[src/shared/nmb_pkg.sv]
// package for the normal-memory byte lane select block
// assumes a single 20 MHz system clock and synchronous active-high reset
package nmb_pkg;
  // ==========================================================
  // strap decodes
  localparam logic [1:0] WIDTH_8 = 2'h1;
  localparam logic [1:0] WIDTH_16 = 2'h2;
  localparam logic [1:0] WIDTH_32 = 2'h3;
  // ==========================================================
  // access sizes
  localparam logic [1:0] SIZE_BYTE = 2'h0;
  localparam logic [1:0] SIZE_WORD = 2'h1;
  localparam logic [1:0] SIZE_LONG = 2'h2;
  // ==========================================================
  // reset values and widths
  localparam int ADDR_W = 26;
  localparam int AREA_N = 7;
  localparam logic [3:0] LANES_IDLE = 4'h f;
  localparam logic [2:0] CLK_MODE_RST = 3'h0;
  // one-cycle minimum strobe phase
  localparam int STROBE_NS = 50;
  localparam int CLK_NS = 50;
  localparam int STROBE_CYC = (STROBE_NS + CLK_NS - 1) / CLK_NS;
  // ==========================================================
  // bus cycle states
  typedef enum logic [3:0] {
    NMB_IDLE = 4'b0001,
    NMB_START = 4'b0010,
    NMB_STROBE = 4'b0100,
    NMB_END = 4'b1000
  } nmb_state_t;
endpackage

[src/rtl/nmb_strap.sv]
// strap capture for clock mode, area 0 width and endian
// assumes straps stable while reset is high
`timescale 1ns/10ps
module nmb_strap (
  input wire logic clock,
  input wire logic rst,
  input wire logic clock_mode_strap_0,
  input wire logic clock_mode_strap_1,
  input wire logic clock_mode_strap_2,
  input wire logic area0_width_strap_0,
  input wire logic area0_width_strap_1,
  input wire logic endian_strap,
  output logic [2:0] clock_mode,
  output logic [1:0] area0_width,
  output logic big_endian
);
  typedef struct packed {
    logic [2:0] mode;
    logic [1:0] width;
    logic big;
  } nmb_strap_t;
  nmb_strap_t s_q, s_d;
  // ==========================================================
  // straps sampled only while reset is held, then frozen
  always_comb begin
    s_d = s_q;
    if (rst) begin
      s_d.mode = {clock_mode_strap_2, clock_mode_strap_1, clock_mode_strap_0};
      s_d.width = {area0_width_strap_1, area0_width_strap_0};
      s_d.big = endian_strap;
    end
  end
  always_ff @(posedge clock) begin
    s_q <= s_d;
  end
  assign clock_mode = s_q.mode;
  assign area0_width = s_q.width;
  assign big_endian = s_q.big;
endmodule // nmb_strap

[src/rtl/nmb_lanes.sv]
// lane decode: write selects and data lane enables for one bus cycle
// assumes little-endian 8/16-bit decode; 32-bit decoded like 16-bit, upper two lanes stay off
`timescale 1ns/10ps
module nmb_lanes (
  input wire logic [1:0] width,
  input wire logic [1:0] size,
  input wire logic addr0,
  input wire logic write,
  output logic [3:0] we_n,
  output logic [3:0] lane_oe
);
  logic wide;
  logic lane0;
  logic lane1;
  // ==========================================================
  // 8-bit bus uses lane 0 only; 16-bit picks by size and address bit 0
  always_comb begin
    wide = (size != nmb_pkg::SIZE_BYTE);
    lane0 = (width == nmb_pkg::WIDTH_8) || wide || !addr0;
    lane1 = (width != nmb_pkg::WIDTH_8) && (wide || addr0);
    we_n = nmb_pkg::LANES_IDLE;
    if (write) begin
      we_n[0] = !lane0;
      we_n[1] = !lane1;
    end
    lane_oe = {2'h0, lane1, lane0};
  end
endmodule // nmb_lanes

[src/rtl/nmb_bus.sv]
// normal-memory external bus controller, 8/16-bit little endian
// assumes one requester with req/ack handshake, wait input synchronous
//
// Contract
// - clock mode straps are latched during reset only
// - endian straps selects byte order; here it is only latched onto big_endian, lanes stay little endian
// - every access asserts bus start and, except in area 1, the addressed area select
// - read strobe low on reads, high on writes
// - direction output high for reads, low for writes
// - all write selects high during reads
// - lane 0 write select low per width, size and address
// - lane 1 write select low for 16-bit odd byte or wider
// - upper two write selects stay high on 8/16-bit widths
// - lane 0 carries data except odd byte on 16-bit bus
// - lane 1 off on 8-bit, valid for odd byte or wider
// - upper sixteen data lines never driven
// - sdram row and column strobes stay high
// - card enables high, clock enable off, card 16-bit input ignored
// - wait input stretches the strobe phase
// - full 26-bit byte address driven every access
`timescale 1ns/10ps
module nmb_bus #(
  parameter int AREA_W = 3
) (
  input wire logic clock,
  input wire logic rst,
  input wire logic clock_mode_strap_0,
  input wire logic clock_mode_strap_1,
  input wire logic clock_mode_strap_2,
  input wire logic area0_width_strap_0,
  input wire logic area0_width_strap_1,
  input wire logic endian_strap,
  input wire logic req,
  input wire logic req_write,
  input wire logic [1:0] req_size,
  input wire logic [2:0] req_area,
  input wire logic [1:0] req_width,
  input wire logic [25:0] req_addr,
  input wire logic [31:0] req_wdata,
  output logic ack,
  output logic [31:0] rdata,
  output logic [2:0] clock_mode,
  output logic big_endian,
  output logic [25:0] addr,
  output logic area0_select_n,
  output logic [4:0] area_selects_n,
  output logic bus_cycle_start_n,
  output logic read_n,
  output logic read_write,
  output logic lane0_write_select_n,
  output logic lane1_write_select_n,
  output logic lane2_write_select_n,
  output logic lane3_write_select_n,
  output logic upper_row_strobe_n,
  output logic lower_row_strobe_n,
  output logic upper_column_strobe_n,
  output logic lower_column_strobe_n,
  output logic card_a_second_enable_n,
  output logic card_b_second_enable_n,
  output logic sdram_clock_enable,
  input wire logic card_io_16bit_indicator,
  input wire logic wait_n,
  input wire logic [31:0] data_in,
  output logic [31:0] data_out,
  output logic [31:0] data_oe
);
  // ==========================================================
  // elaboration checks: the pin logic below is written for these values
  // area code width: seven areas fit three bits
  if (AREA_W != 3) begin : g_bad_area
    $error("area field must be 3 bits");
  end
  // address pins carry one fixed 26-bit byte address
  if (nmb_pkg::ADDR_W != 26) begin : g_bad_addr
    $error("address bus must be 26 bits");
  end
  // areas 0 and 2..6 have selects, area 1 has none
  if (nmb_pkg::AREA_N != 7) begin : g_bad_area_n
    $error("seven areas expected");
  end
  // idle write selects are all high
  if (nmb_pkg::LANES_IDLE != 4'hf) begin : g_bad_idle
    $error("idle write selects must be high");
  end
  // the sequencer holds one strobe cycle before it looks at wait
  if (nmb_pkg::STROBE_CYC != 1) begin : g_bad_strobe
    $error("strobe phase must be one cycle");
  end
  // width and size codes must decode apart
  if (nmb_pkg::WIDTH_8 == nmb_pkg::WIDTH_16) begin : g_bad_width
    $error("bus width codes collide");
  end
  if (nmb_pkg::SIZE_BYTE == nmb_pkg::SIZE_WORD || nmb_pkg::SIZE_WORD == nmb_pkg::SIZE_LONG) begin : g_bad_size
    $error("access size codes collide");
  end

  // ==========================================================
  // sequencer state
  // the whole request is latched when taken, so the requester may move on;
  // beat and beats step the byte cycles of an 8-bit bus
  typedef struct packed {
    nmb_pkg::nmb_state_t st;
    logic write;
    logic [1:0] size;
    logic [1:0] width;
    logic [2:0] area;
    logic [25:0] addr;
    logic [31:0] wdata;
    logic [31:0] rdata;
    logic [1:0] beat;
    logic [1:0] beats;
    logic ack;
  } nmb_bus_t;
  nmb_bus_t r_q, r_d;

  // strap width, lane decode and the width and size of the byte cycle in flight
  logic [1:0] area0_width;
  logic [3:0] we_n;
  logic [3:0] lane_oe;
  logic [1:0] cyc_size;
  logic [1:0] eff_width;
  logic active;
  logic strobe;

  // ==========================================================
  // strap capture
  nmb_strap u_strap (
    .clock(clock),
    .rst(rst),
    .clock_mode_strap_0(clock_mode_strap_0),
    .clock_mode_strap_1(clock_mode_strap_1),
    .clock_mode_strap_2(clock_mode_strap_2),
    .area0_width_strap_0(area0_width_strap_0),
    .area0_width_strap_1(area0_width_strap_1),
    .endian_strap(endian_strap),
    .clock_mode(clock_mode),
    .area0_width(area0_width),
    .big_endian(big_endian)
  );

  // ==========================================================
  // width of a request: area 0 from straps, others from requester
  function automatic logic [1:0] pick_width(input logic [2:0] area, input logic [1:0] strap_w,
                                            input logic [1:0] rq_w);
    pick_width = (area == 3'h0) ? strap_w : rq_w;
  endfunction

  // number of byte beats minus one on an 8-bit bus
  function automatic logic [1:0] beats_of(input logic [1:0] w, input logic [1:0] sz);
    if (w != nmb_pkg::WIDTH_8) begin
      beats_of = 2'h0;
    end else if (sz == nmb_pkg::SIZE_LONG) begin
      beats_of = 2'h3;
    end else if (sz == nmb_pkg::SIZE_WORD) begin
      beats_of = 2'h1;
    end else begin
      beats_of = 2'h0;
    end
  endfunction

  // area decode shared by every chip select
  function automatic logic area_hit(input logic busy, input logic [2:0] cur, input logic [2:0] want);
    area_hit = busy && (cur == want);
  endfunction

  assign eff_width = r_q.width;
  assign cyc_size = (eff_width == nmb_pkg::WIDTH_8) ? nmb_pkg::SIZE_BYTE : r_q.size;

  // ==========================================================
  // lane decode for the current cycle
  nmb_lanes u_lanes (
    .width(eff_width),
    .size(cyc_size),
    .addr0(r_q.addr[0]),
    .write(r_q.write),
    .we_n(we_n),
    .lane_oe(lane_oe)
  );

  // ==========================================================
  // bus cycle sequencer
  // idle: request latched, width resolved, beat count set
  // start: bus start pulse, select and address out
  // strobe: read strobe or write selects low, held while wait is low
  // end: strobes released, address and data held one more cycle
  // an 8-bit bus runs start..end once per byte with the address stepped
  // the acknowledge pulse follows the last end state
  // a request seen while busy is ignored; the requester waits for ack
  always_comb begin
    r_d = r_q;
    r_d.ack = 1'b0;
    case (r_q.st)
      nmb_pkg::NMB_IDLE: begin
        // latch the request; read data restarts from zero
        if (req) begin
          r_d.write = req_write;
          r_d.size = req_size;
          r_d.area = req_area;
          r_d.width = pick_width(req_area, area0_width, req_width);
          r_d.addr = req_addr;
          r_d.wdata = req_wdata;
          r_d.rdata = 32'h0000_0000;
          r_d.beat = 2'h0;
          r_d.beats = beats_of(r_d.width, req_size);
          r_d.st = nmb_pkg::NMB_START;
        end
      end
      nmb_pkg::NMB_START: begin
        // address setup cycle with the start pulse
        r_d.st = nmb_pkg::NMB_STROBE;
      end
      nmb_pkg::NMB_STROBE: begin
        // read data taken on the edge that leaves the strobe phase
        if (wait_n) begin
          r_d.st = nmb_pkg::NMB_END;
          if (!r_q.write) begin
            if (eff_width == nmb_pkg::WIDTH_8) begin
              r_d.rdata[8*r_q.beat +: 8] = data_in[7:0];
            end else begin
              r_d.rdata = {16'h0000, data_in[15:0]};
            end
          end
        end
      end
      nmb_pkg::NMB_END: begin
        // hold cycle, then the next byte or the acknowledge
        if (r_q.beat != r_q.beats) begin
          r_d.beat = r_q.beat + 2'h1;
          r_d.addr = r_q.addr + 26'h000_0001;
          r_d.st = nmb_pkg::NMB_START;
        end else begin
          r_d.ack = 1'b1;
          r_d.st = nmb_pkg::NMB_IDLE;
        end
      end
      default: r_d.st = nmb_pkg::NMB_IDLE;
    endcase
  end

  // reset parks the sequencer idle with every pin inactive
  always_ff @(posedge clock) begin
    if (rst) begin
      r_q <= '0;
      r_q.st <= nmb_pkg::NMB_IDLE;
    end else begin
      r_q <= r_d;
    end
  end

  // ==========================================================
  // pin drive
  // selects span start..end so the far side sees one unbroken enable;
  // strobes only in the strobe state leave a setup and a hold cycle
  // around them for address and data
  assign active = (r_q.st != nmb_pkg::NMB_IDLE);
  assign strobe = (r_q.st == nmb_pkg::NMB_STROBE);
  assign ack = r_q.ack;
  assign rdata = r_q.rdata;
  assign addr = r_q.addr;
  assign area0_select_n = !area_hit(active, r_q.area, 3'h0);
  generate
    for (genvar i = 0; i < 5; i++) begin : g_sel
      assign area_selects_n[i] = !area_hit(active, r_q.area, 3'(i + 2));
    end
  endgenerate
  assign bus_cycle_start_n = !(r_q.st == nmb_pkg::NMB_START);
  assign read_n = !(strobe && !r_q.write);
  assign read_write = !(active && r_q.write);
  assign lane0_write_select_n = strobe ? we_n[0] : 1'b1;
  assign lane1_write_select_n = strobe ? we_n[1] : 1'b1;
  assign lane2_write_select_n = we_n[2];
  assign lane3_write_select_n = we_n[3];
  // pins of the other memory kinds stay parked in this mode;
  // the card 16-bit indicator has no effect on a normal-memory cycle
  assign upper_row_strobe_n = 1'b1;
  assign lower_row_strobe_n = 1'b1;
  assign upper_column_strobe_n = 1'b1;
  assign lower_column_strobe_n = 1'b1;
  assign card_a_second_enable_n = 1'b1;
  assign card_b_second_enable_n = 1'b1;
  assign sdram_clock_enable = 1'b0; // indicator input deliberately unread

  // write data lanes: beat byte on lane 0 for 8-bit, halfword otherwise
  // an odd byte on a 16-bit bus moves up to lane 1; lanes are only
  // enabled during writes, so reads never fight the far side
  always_comb begin
    data_out = 32'h0000_0000;
    if (eff_width == nmb_pkg::WIDTH_8) begin
      data_out[7:0] = r_q.wdata[8*r_q.beat +: 8];
    end else begin
      data_out[15:0] = r_q.addr[0] && r_q.size == nmb_pkg::SIZE_BYTE ?
        {r_q.wdata[7:0], 8'h00} : r_q.wdata[15:0];
    end
    data_oe = 32'h0000_0000;
    if (active && r_q.write) begin
      data_oe[7:0] = {8{lane_oe[0]}};
      data_oe[15:8] = {8{lane_oe[1]}};
    end
  end
endmodule // nmb_bus

[config.mk]
export PLATFORM = sky130hd
export DESIGN_NAME = nmb_bus
export DESIGN_NICKNAME = d
export VERILOG_FILES = /design/src/shared/nmb_pkg.sv /design/src/rtl/nmb_strap.sv /design/src/rtl/nmb_lanes.sv /design/src/rtl/nmb_bus.sv
export SDC_FILE = /design/constraint.sdc
export NUM_CORES = 1
export LEC_CHECK = 0
export ABC_AREA = 1
export BUFFER_PORTS_ARGS = -buffer_cell sky130_fd_sc_hd__buf_4
export CORE_MARGIN = 2
export CORE_UTILIZATION = 40
export DETAILED_ROUTE_END_ITERATION = 10
export PLACE_DENSITY = 0.69
export SETUP_SLACK_MARGIN = 0.15
export SYNTH_ARGS = -nofsm -noshare
export SYNTH_HDL_FRONTEND = slang
export SYNTH_SLANG_ARGS = --single-unit
[constraint.sdc]
create_clock -name clock -period 5.8 [get_ports clock]
set_input_delay 0.29 -clock clock [delete_from_list [all_inputs] [get_ports clock]]
set_output_delay 0.29 -clock clock [all_outputs]
set_load 0.02 [all_outputs]
==> metrics.txt, run 1 <==
commonest non-fill, non-tap cell in the layout buf_4; Via-to-Cell Ratio approximately 4.9; mux cell area share after synthesis 0%; RD Place Congestion ~0.84; first-pass GRT wire length between 20 and 30 mm; die area approximately 0.019 mm^2; peak supply drop 0.2001 mV; Rows 48; clock power share 42.5%; P_sw 837.9 uW; quantity of I/O buffers inserted on ports 197; Seq/Total Area, Yosys 33.08%; cells after synthesis about 1000; combinational fraction of design power a little under a quarter; DP Area just under 0.008 mm^2; max cap viols 0; Overflow after GRT 0; Area contributors post-synth dfxtp_1 31%, buf_4 12%, nand2_1 10%, a21oi_1 8.6%, o21ai_0 6.6%; n_diodes 0; leak pwr 0.003795 uW; WL met1 8.705 mm; CP bufs+invs 3; via count roughly 6700; initial DRC count between 400 and 500; Worst-Skew Late Latency about 0.4 ns; fraction of the mapped netlist area in adder cells 1.248%; fill cell instance count of the final layout approximately 1800; Die W 136.5 um; Hold Buf Count CTS 0; simple logic cell fraction of the synthesized area between 20% and 30%; setup TNS 0 ns; sw frac a little under a third; CP max stage cell nor2_1; Tcrit/Tclk final 56.61%; final WL 18.94 mm; RSZ-0062 raised after global routing false; Reg2Reg Depth 9; Final ANT Viol Nets 0; layout cells sized above 1 around a quarter; drt drc 0; Worst Setup Start Kind flop; WHS around 0.056 ns; htree depth 4; Flop pwr share 33.8%; metal3 WL approximately 1.3 mm; initial antenna violation count 0; DP Worst Slack around 2.8 ns; Worst setup EP type output pin; compound-gate portion of the synthesized area between 20% and 30%; Worst-path clk slew ~0.060 ns; yosys warns 0; Hold Path Depth 1; Worst Path Required ~5.5 ns; crit-path leading delay family buffers and inverters; WL met2 8.654 mm; largest family of logic cells by synthesized area simple AND/OR/NAND/NOR gates; Synth Area in XOR/XNOR less than 1%; clk buf depth 2; Num CTS Buffers 17; Int Power between 1500 and 2000 uW; vias in the first global route around 6000; core area approximately 0.017 mm^2; drt wl/cell between 10 and 15 um; Post-DP HPWL between 10 and 15 mm; CTS tree built; largest net degree at the start of global routing 79; Seq cells post-synth 113; clock sink total approximately 110; Arr. time, crit path around 3 ns; post-CTS setup repair buffer count 0; Final Net Count between 1000 and 1500; critical path class reg2out; crit path cell chain inv_1 -> nor2_1 -> clkinv_1 -> a21oi_1 -> a31oi_1 -> buf_4; max-slew violations 0; PD cells ~330 mW/mm^2; Top Metal Used met4; Mean Syn Cell Area around 6.7 um^2; Worst Path Max Fanout 18; Netlist Area Pre-Place between 0.007 and 0.008 mm^2; cell accounting for the most synthesized area dfxtp_1; die height 136.5 um; fmax roughly 300 MHz; status finished clean; worst min path class in2reg; TritonRoute pass-1 iters 5; Final Instance Area around 0.0085 mm^2; count of cell types in the netlist 39; Starting Density between 40% and 50%; cell count along the critical path 6; GRT Util Overall between 20% and 30%; area share of the largest cell type after synthesis between 30% and 40%; Area Growth Syn to Fin 21.53%; final setup margin roughly 2.5 ns; Resized cells post-CTS 0; clock period minus worst slack ~3.3 ns; Final setup viols 0; count of final hold-check violations 0; worst-case clock skew 0.008037 ns; Total Power 2781 uW; worst slew pin tran around 1.1 ns; Boundary Pins about 260; highest-count cells in the layout ignoring fill and taps 200 x buf_4, 187 x nand2_1, 121 x a21oi_1, 119 x nor2_1, 107 x dfxtp_1; CP peak stage delay roughly 0.87 ns; Max transition margin between 20 and 25%; clock tree root driver cell clkbuf_16
## flip-flops by register name (all words and copies together), names as in the netlist
| register | count |
|---|---|
| r_q | 46 |
| rdata | 32 |
| addr | 26 |
| u_strap.clock_mode | 3 |
| eff_width | 2 |
| u_strap.area0_width | 2 |
| ack | 1 |
| u_strap.big_endian | 1 |
## worst paths after layout
path	slack, ns	end	startpoint
max	2.52	data_out[0]	addr[0]
min	0.06	u_strap.area0_width[0]	area0_width_strap_0
max reg2reg	2.80	addr[25]	r_q[106]
min reg2reg	0.45	r_q[55]	r_q[55]
## power by group through the flow
| stage | combinational [uW] | sequential (uW) | clock [uW] |
|---|---|---|---|
| 2_1_floorplan | 535 | 935 | 0 |
| 4_1_cts | 662 | 940 | 1200 |
| 5_1_grt | 728 | 953 | 1240 |
| 6_report | 659 | 940 | 1180 |
| 3_5_place_dp | 659 | 955 | 0 |
| 3_3_place_gp | 650 | 953 | 0 |
## cells by family after synthesis
kind of cell / Yosys count
simple gates: 402
compound gates: 261
buf+inv: 251
flops: 113
fa+ha+maj: 7
xor+xnor: 4
other cells: 2
## area by class of cell
class / instances / area (um^2) / share of cell area [%]
inverters: 90 / 339.1 / 3.975
well taps: 225 / 281.5 / 3.300
clock inverters: 9 / 175.2 / 2.053
flip-flops and latches: 113 / 2322 / 27.22
clock buffers: 23 / 498.0 / 5.837
repair buffers: 200 / 1501 / 17.60
multi-input cells: 715 / 3413 / 40.01
## Yosys cell counts
| library cell | count |
|---|---|
| a22o_1 | 1 |
| edfxtp_1 | 6 |
| o2111ai_1 | 1 |
| and2_1 | 1 |
| nor3_1 | 2 |
| a22oi_1 | 8 |
| a21oi_2 | 17 |
| o21bai_1 | 4 |
| nand3_1 | 59 |
| clkinv_2 | 1 |
| nor2_1 | 119 |
| conb_1 | 2 |
| nor2_8 | 1 |
| xnor2_1 | 3 |
| o31ai_2 | 1 |
| buf_6 | 4 |
| buf_2 | 20 |
| nand2_4 | 1 |
| inv_1 | 82 |
| dfxtp_1 | 107 |
| o21ai_0 | 93 |
| inv_2 | 4 |
| nand2_1 | 187 |
| buf_4 | 115 |
| nor2_4 | 1 |
| a211oi_1 | 1 |
| a21oi_1 | 121 |
| nand2_2 | 10 |
| o21ai_1 | 5 |
| nor2_2 | 7 |
| xor2_1 | 1 |
| ha_1 | 7 |
| clkbuf_1 | 20 |
| a31oi_1 | 9 |
| nand3b_1 | 3 |
| nand3_2 | 2 |
| nand4_1 | 9 |
| buf_1 | 2 |
| clkinv_1 | 3 |
## metrics by stage
stage / instances / utilization, %
floorplan: 1079 / -
global placement: 1343 / 45.59
detailed placement: 1343 / 45.59
CTS: 1375 / 49.49
global route: 1375 / 49.49
finish: 1375 / 49.49
## worst reg2reg max path, stage by stage (launching register included)
cell	delay [ns]
dfxtp_1	0.33
inv_1	0.08
nor2_1	0.08
nand2_1	0.28
inv_2	0.58
nand2_2	0.26
nand2_2	0.51
clkinv_2	0.46
nor2_1	0.22
a21oi_1	0.08
## metal layers
metal,vias up,global-route usage (%)
met5,-,0
met4,0,6.829
met3,18,5.220
met2,234,31.83
met1,2991,27.06
li1,3438,-
Note: power is estimated with default switching activity, not from simulation.
==> run 2, diff against run 1 <==
--- a/config.mk
+++ b/config.mk
@@ -10,7 +10,7 @@
 export CORE_MARGIN = 2
 export CORE_UTILIZATION = 40
 export DETAILED_ROUTE_END_ITERATION = 10
-export PLACE_DENSITY = 0.69
+export PLACE_DENSITY = 0.71
 export SETUP_SLACK_MARGIN = 0.15
 export SYNTH_ARGS = -nofsm -noshare
 export SYNTH_HDL_FRONTEND = slang
==> constraint.sdc (replaced) <==
create_clock -name clock -period 2.65 [get_ports clock]
set_input_delay 0.1325 -clock clock [delete_from_list [all_inputs] [get_ports clock]]
set_output_delay 0.1325 -clock clock [all_outputs]
set_load 0.02 [all_outputs]
==> run 2 against run 1 <==
  * Cell count grew 3.0%
  * Hold slack lost 0.043 ns
  * Power grew 110%
  * Global-route usage grew 0.47 points
  * Setup slack lost 2.1 ns
  * Utilization grew 1.8 points
  * Count of clock-buffer cells in the layout shrank 4
  * Largest cell class unchanged
==> metrics.txt, run 2 (synthesized netlist as in run 1, its figures left out) <==
Final ANT Viol Nets 0 (unchanged); clock period minus worst slack 2.224 ns; P_sw 1877 uW (+120%); Num CTS Buffers 17 (unchanged); n_diodes 0 (unchanged); reg-to-reg startpoint r_q[4]; quantity of I/O buffers inserted on ports 197 (unchanged); Max transition margin 59.80% (+35 points); clock power share 39.5% (-3.0 points); initial DRC count 437 (+4.0%); Tcrit/Tclk final between 80% and 90%; max-slew violations 0 (unchanged); Boundary Pins 256 (unchanged); worst-case clock skew 0.009115 ns (+0.001078 ns); WHS Endpoint r_q[49]; Worst-path clk slew 0.06 ns (about the same); Die W 136.5 um (unchanged); count of final hold-check violations 0 (unchanged); Post-DP HPWL 13.68 mm (+2.4%); Overflow after GRT 0 (unchanged); Int Power 4007 uW (+110%); clock tree root driver cell clkbuf_16; RD Place Congestion 0.8208 (-2.8%); initial antenna violation count 0 (unchanged); leak pwr 0.003943 uW (+3.9%); Rows 48 (unchanged); GRT Util Overall 20.77% (+0.47 points); Starting Density 40.72% (unchanged); busiest grt layer met2; Worst setup EP type output pin; crit-path leading delay family buffers and inverters; CP max stage cell dfxtp_1; die height 136.5 um (unchanged); RSZ-0062 raised after global routing false; fmax approximately 450 MHz; status finished clean; clock sink total 113 (unchanged); max cap viols 0 (unchanged); Top reg by flops r_q; post-CTS setup repair buffer count 0 (unchanged); setup TNS 0 ns (unchanged); largest net degree at the start of global routing 46 (-42%); met3 Use GR 5.295% (+0.075 points); peak supply drop 0.4544 mV (+130%); Hold Path Depth 3 (+2); Final Instance Area 0.008842 mm^2 (+3.7%); clk buf depth 2 (unchanged); Final Net Count 1294 (+3.3%); Worst Path Max Fanout 18 (unchanged); Total Power 5884 uW (+110%); DP Area 0.007948 mm^2 (+1.1%); crit path cell chain inv_1 -> nor2_1 -> buf_4 -> clkinv_1 -> a21oi_1 -> a31oi_1 -> buf_4; max reg flops 46 (unchanged); highest-count cells in the layout ignoring fill and taps 212 x buf_4, 187 x nand2_1, 121 x a21oi_1, 119 x nor2_1, 107 x dfxtp_1; Final setup viols 0 (unchanged); Arr. time, crit path 2.09 ns (-0.90 ns); RR Endpoint rdata[23]; WHS 0.01325 ns (-0.04298 ns); Worst Path Required 2.52 ns (-2.99 ns); core area 0.01724 mm^2 (unchanged); Reg2Reg Depth 8 (-1); layout cells sized above 1 24.27% (+0.18 points); GRT met2 Usage 33.28% (+1.4 points); TritonRoute pass-1 iters 6 (+1); die area 0.01862 mm^2 (unchanged); worst slew pin tran 0.6030 ns (-0.5179 ns); drt wl/cell 13.76 um (-0.14%); Worst-Skew Late Latency 0.41 ns (about the same); Top cell by count, worst path buf_4; hold_sp req_wdata[12]; final WL 19.48 mm (+2.8%); M1 GR Usage 27.12% (+0.058 points); CP bufs+invs 4 (+1); Flop pwr share 34.8% (+1.0 points); PD cells 665.4 mW/mm^2 (+100%); final setup margin 0.4257 ns (-2.091 ns); CP peak stage delay 0.38 ns (-0.49 ns); worst min path class in2reg; drt drc 0 (unchanged); Worst Setup Start Kind flop; vias in the first global route 6120 (+1.5%); critical path class reg2out; sw frac 31.90% (+1.8 points); Via-to-Cell Ratio 4.901 (+0.87%); R2R setup slack 0.58 ns (-2.22 ns); commonest non-fill, non-tap cell in the layout buf_4; fill cell instance count of the final layout 1739 (-2.0%); first-pass GRT wire length 30.35 mm (+1.6%); combinational fraction of design power 25.7% (+2.0 points); htree depth 4 (unchanged); via count 6940 (+3.9%); DP Worst Slack 0.5905 ns (-2.211 ns); CTS tree built; Area Growth Syn to Fin 25.97%
-- run 2: cell count changes in the layout (fill, tap and decap cells not counted) --
cell           before  now
dlygate4sd3_1       0   29
clkinv_4            0    4
inv_4               0    1
clkbuf_8            5    1
clkinv_2            3    4
buf_4             200  212
bufinv_16           5    3
-- run 2: final cells by class --
| class | instances | area (um^2) | area share, % |
|---|---|---|---|
| clock buffers | 19 | 442.9 | 5.009 |
| clock inverters | 13 | 161.4 | 1.825 |
| inverters | 90 | 339.1 | 3.835 |
| multi-input cells | 715 | 3413 | 38.60 |
| flip-flops and latches | 113 | 2322 | 26.26 |
| well taps | 225 | 281.5 | 3.184 |
| repair buffers | 241 | 1882 | 21.28 |
-- run 2: metal layers --
metal	vias to the layer above	share of wire (%)	wire, um
met4	0	1.7	325
met5	-	0	0
li1	3514	-	-
met2	239	46	8985
met3	26	6.8	1324
met1	3161	45	8842
-- run 2: power by group through the flow --
stage	sequential [uW]	combinational (uW)	clock [uW]
floorplan	2050	1170	0
global placement	2080	1450	0
detailed placement	2080	1470	0
CTS	2050	1510	2380
global route	2070	1660	2470
finish	2050	1510	2330
-- run 2: worst max path at each step --
stage                 startpoint  cells after the start  slack (ns)     endpoint
global placement          r_q[4]                      7        0.63     rdata[0]
finish                   addr[0]                      7        0.43  data_out[1]
detailed placement      r_q[106]                     10        0.59     addr[17]
floorplan                 r_q[3]                     10        0.55     rdata[0]
global route        eff_width[1]                      8        0.24  data_oe[10]
CTS                      addr[0]                      7        0.43  data_out[1]
-- run 2: worst reg2reg max path, delay by kind of cell, from the launching register on --
kind,cells,cell delay [ns]
AND/OR/NAND/NOR,6,0.88
adder cells (fa/ha/maj),1,0.51
flip-flops,1,0.34
buffers and inverters,1,0.29
-- run 2: repair_timing --
item / 4_1_cts / 5_1_grt
hold endpoints to repair: 29 / 0
resized for setup: 0 / 0
hold buffers: 29 / 0
-- run 2: metrics by stage --
step / util, % / std cells
after global placement: 46.11 / 1355
after global routing: 51.30 / 1416
after detailed placement: 46.11 / 1355
final: 51.30 / 1416
after CTS: 51.30 / 1416
after floorplan: - / 1079
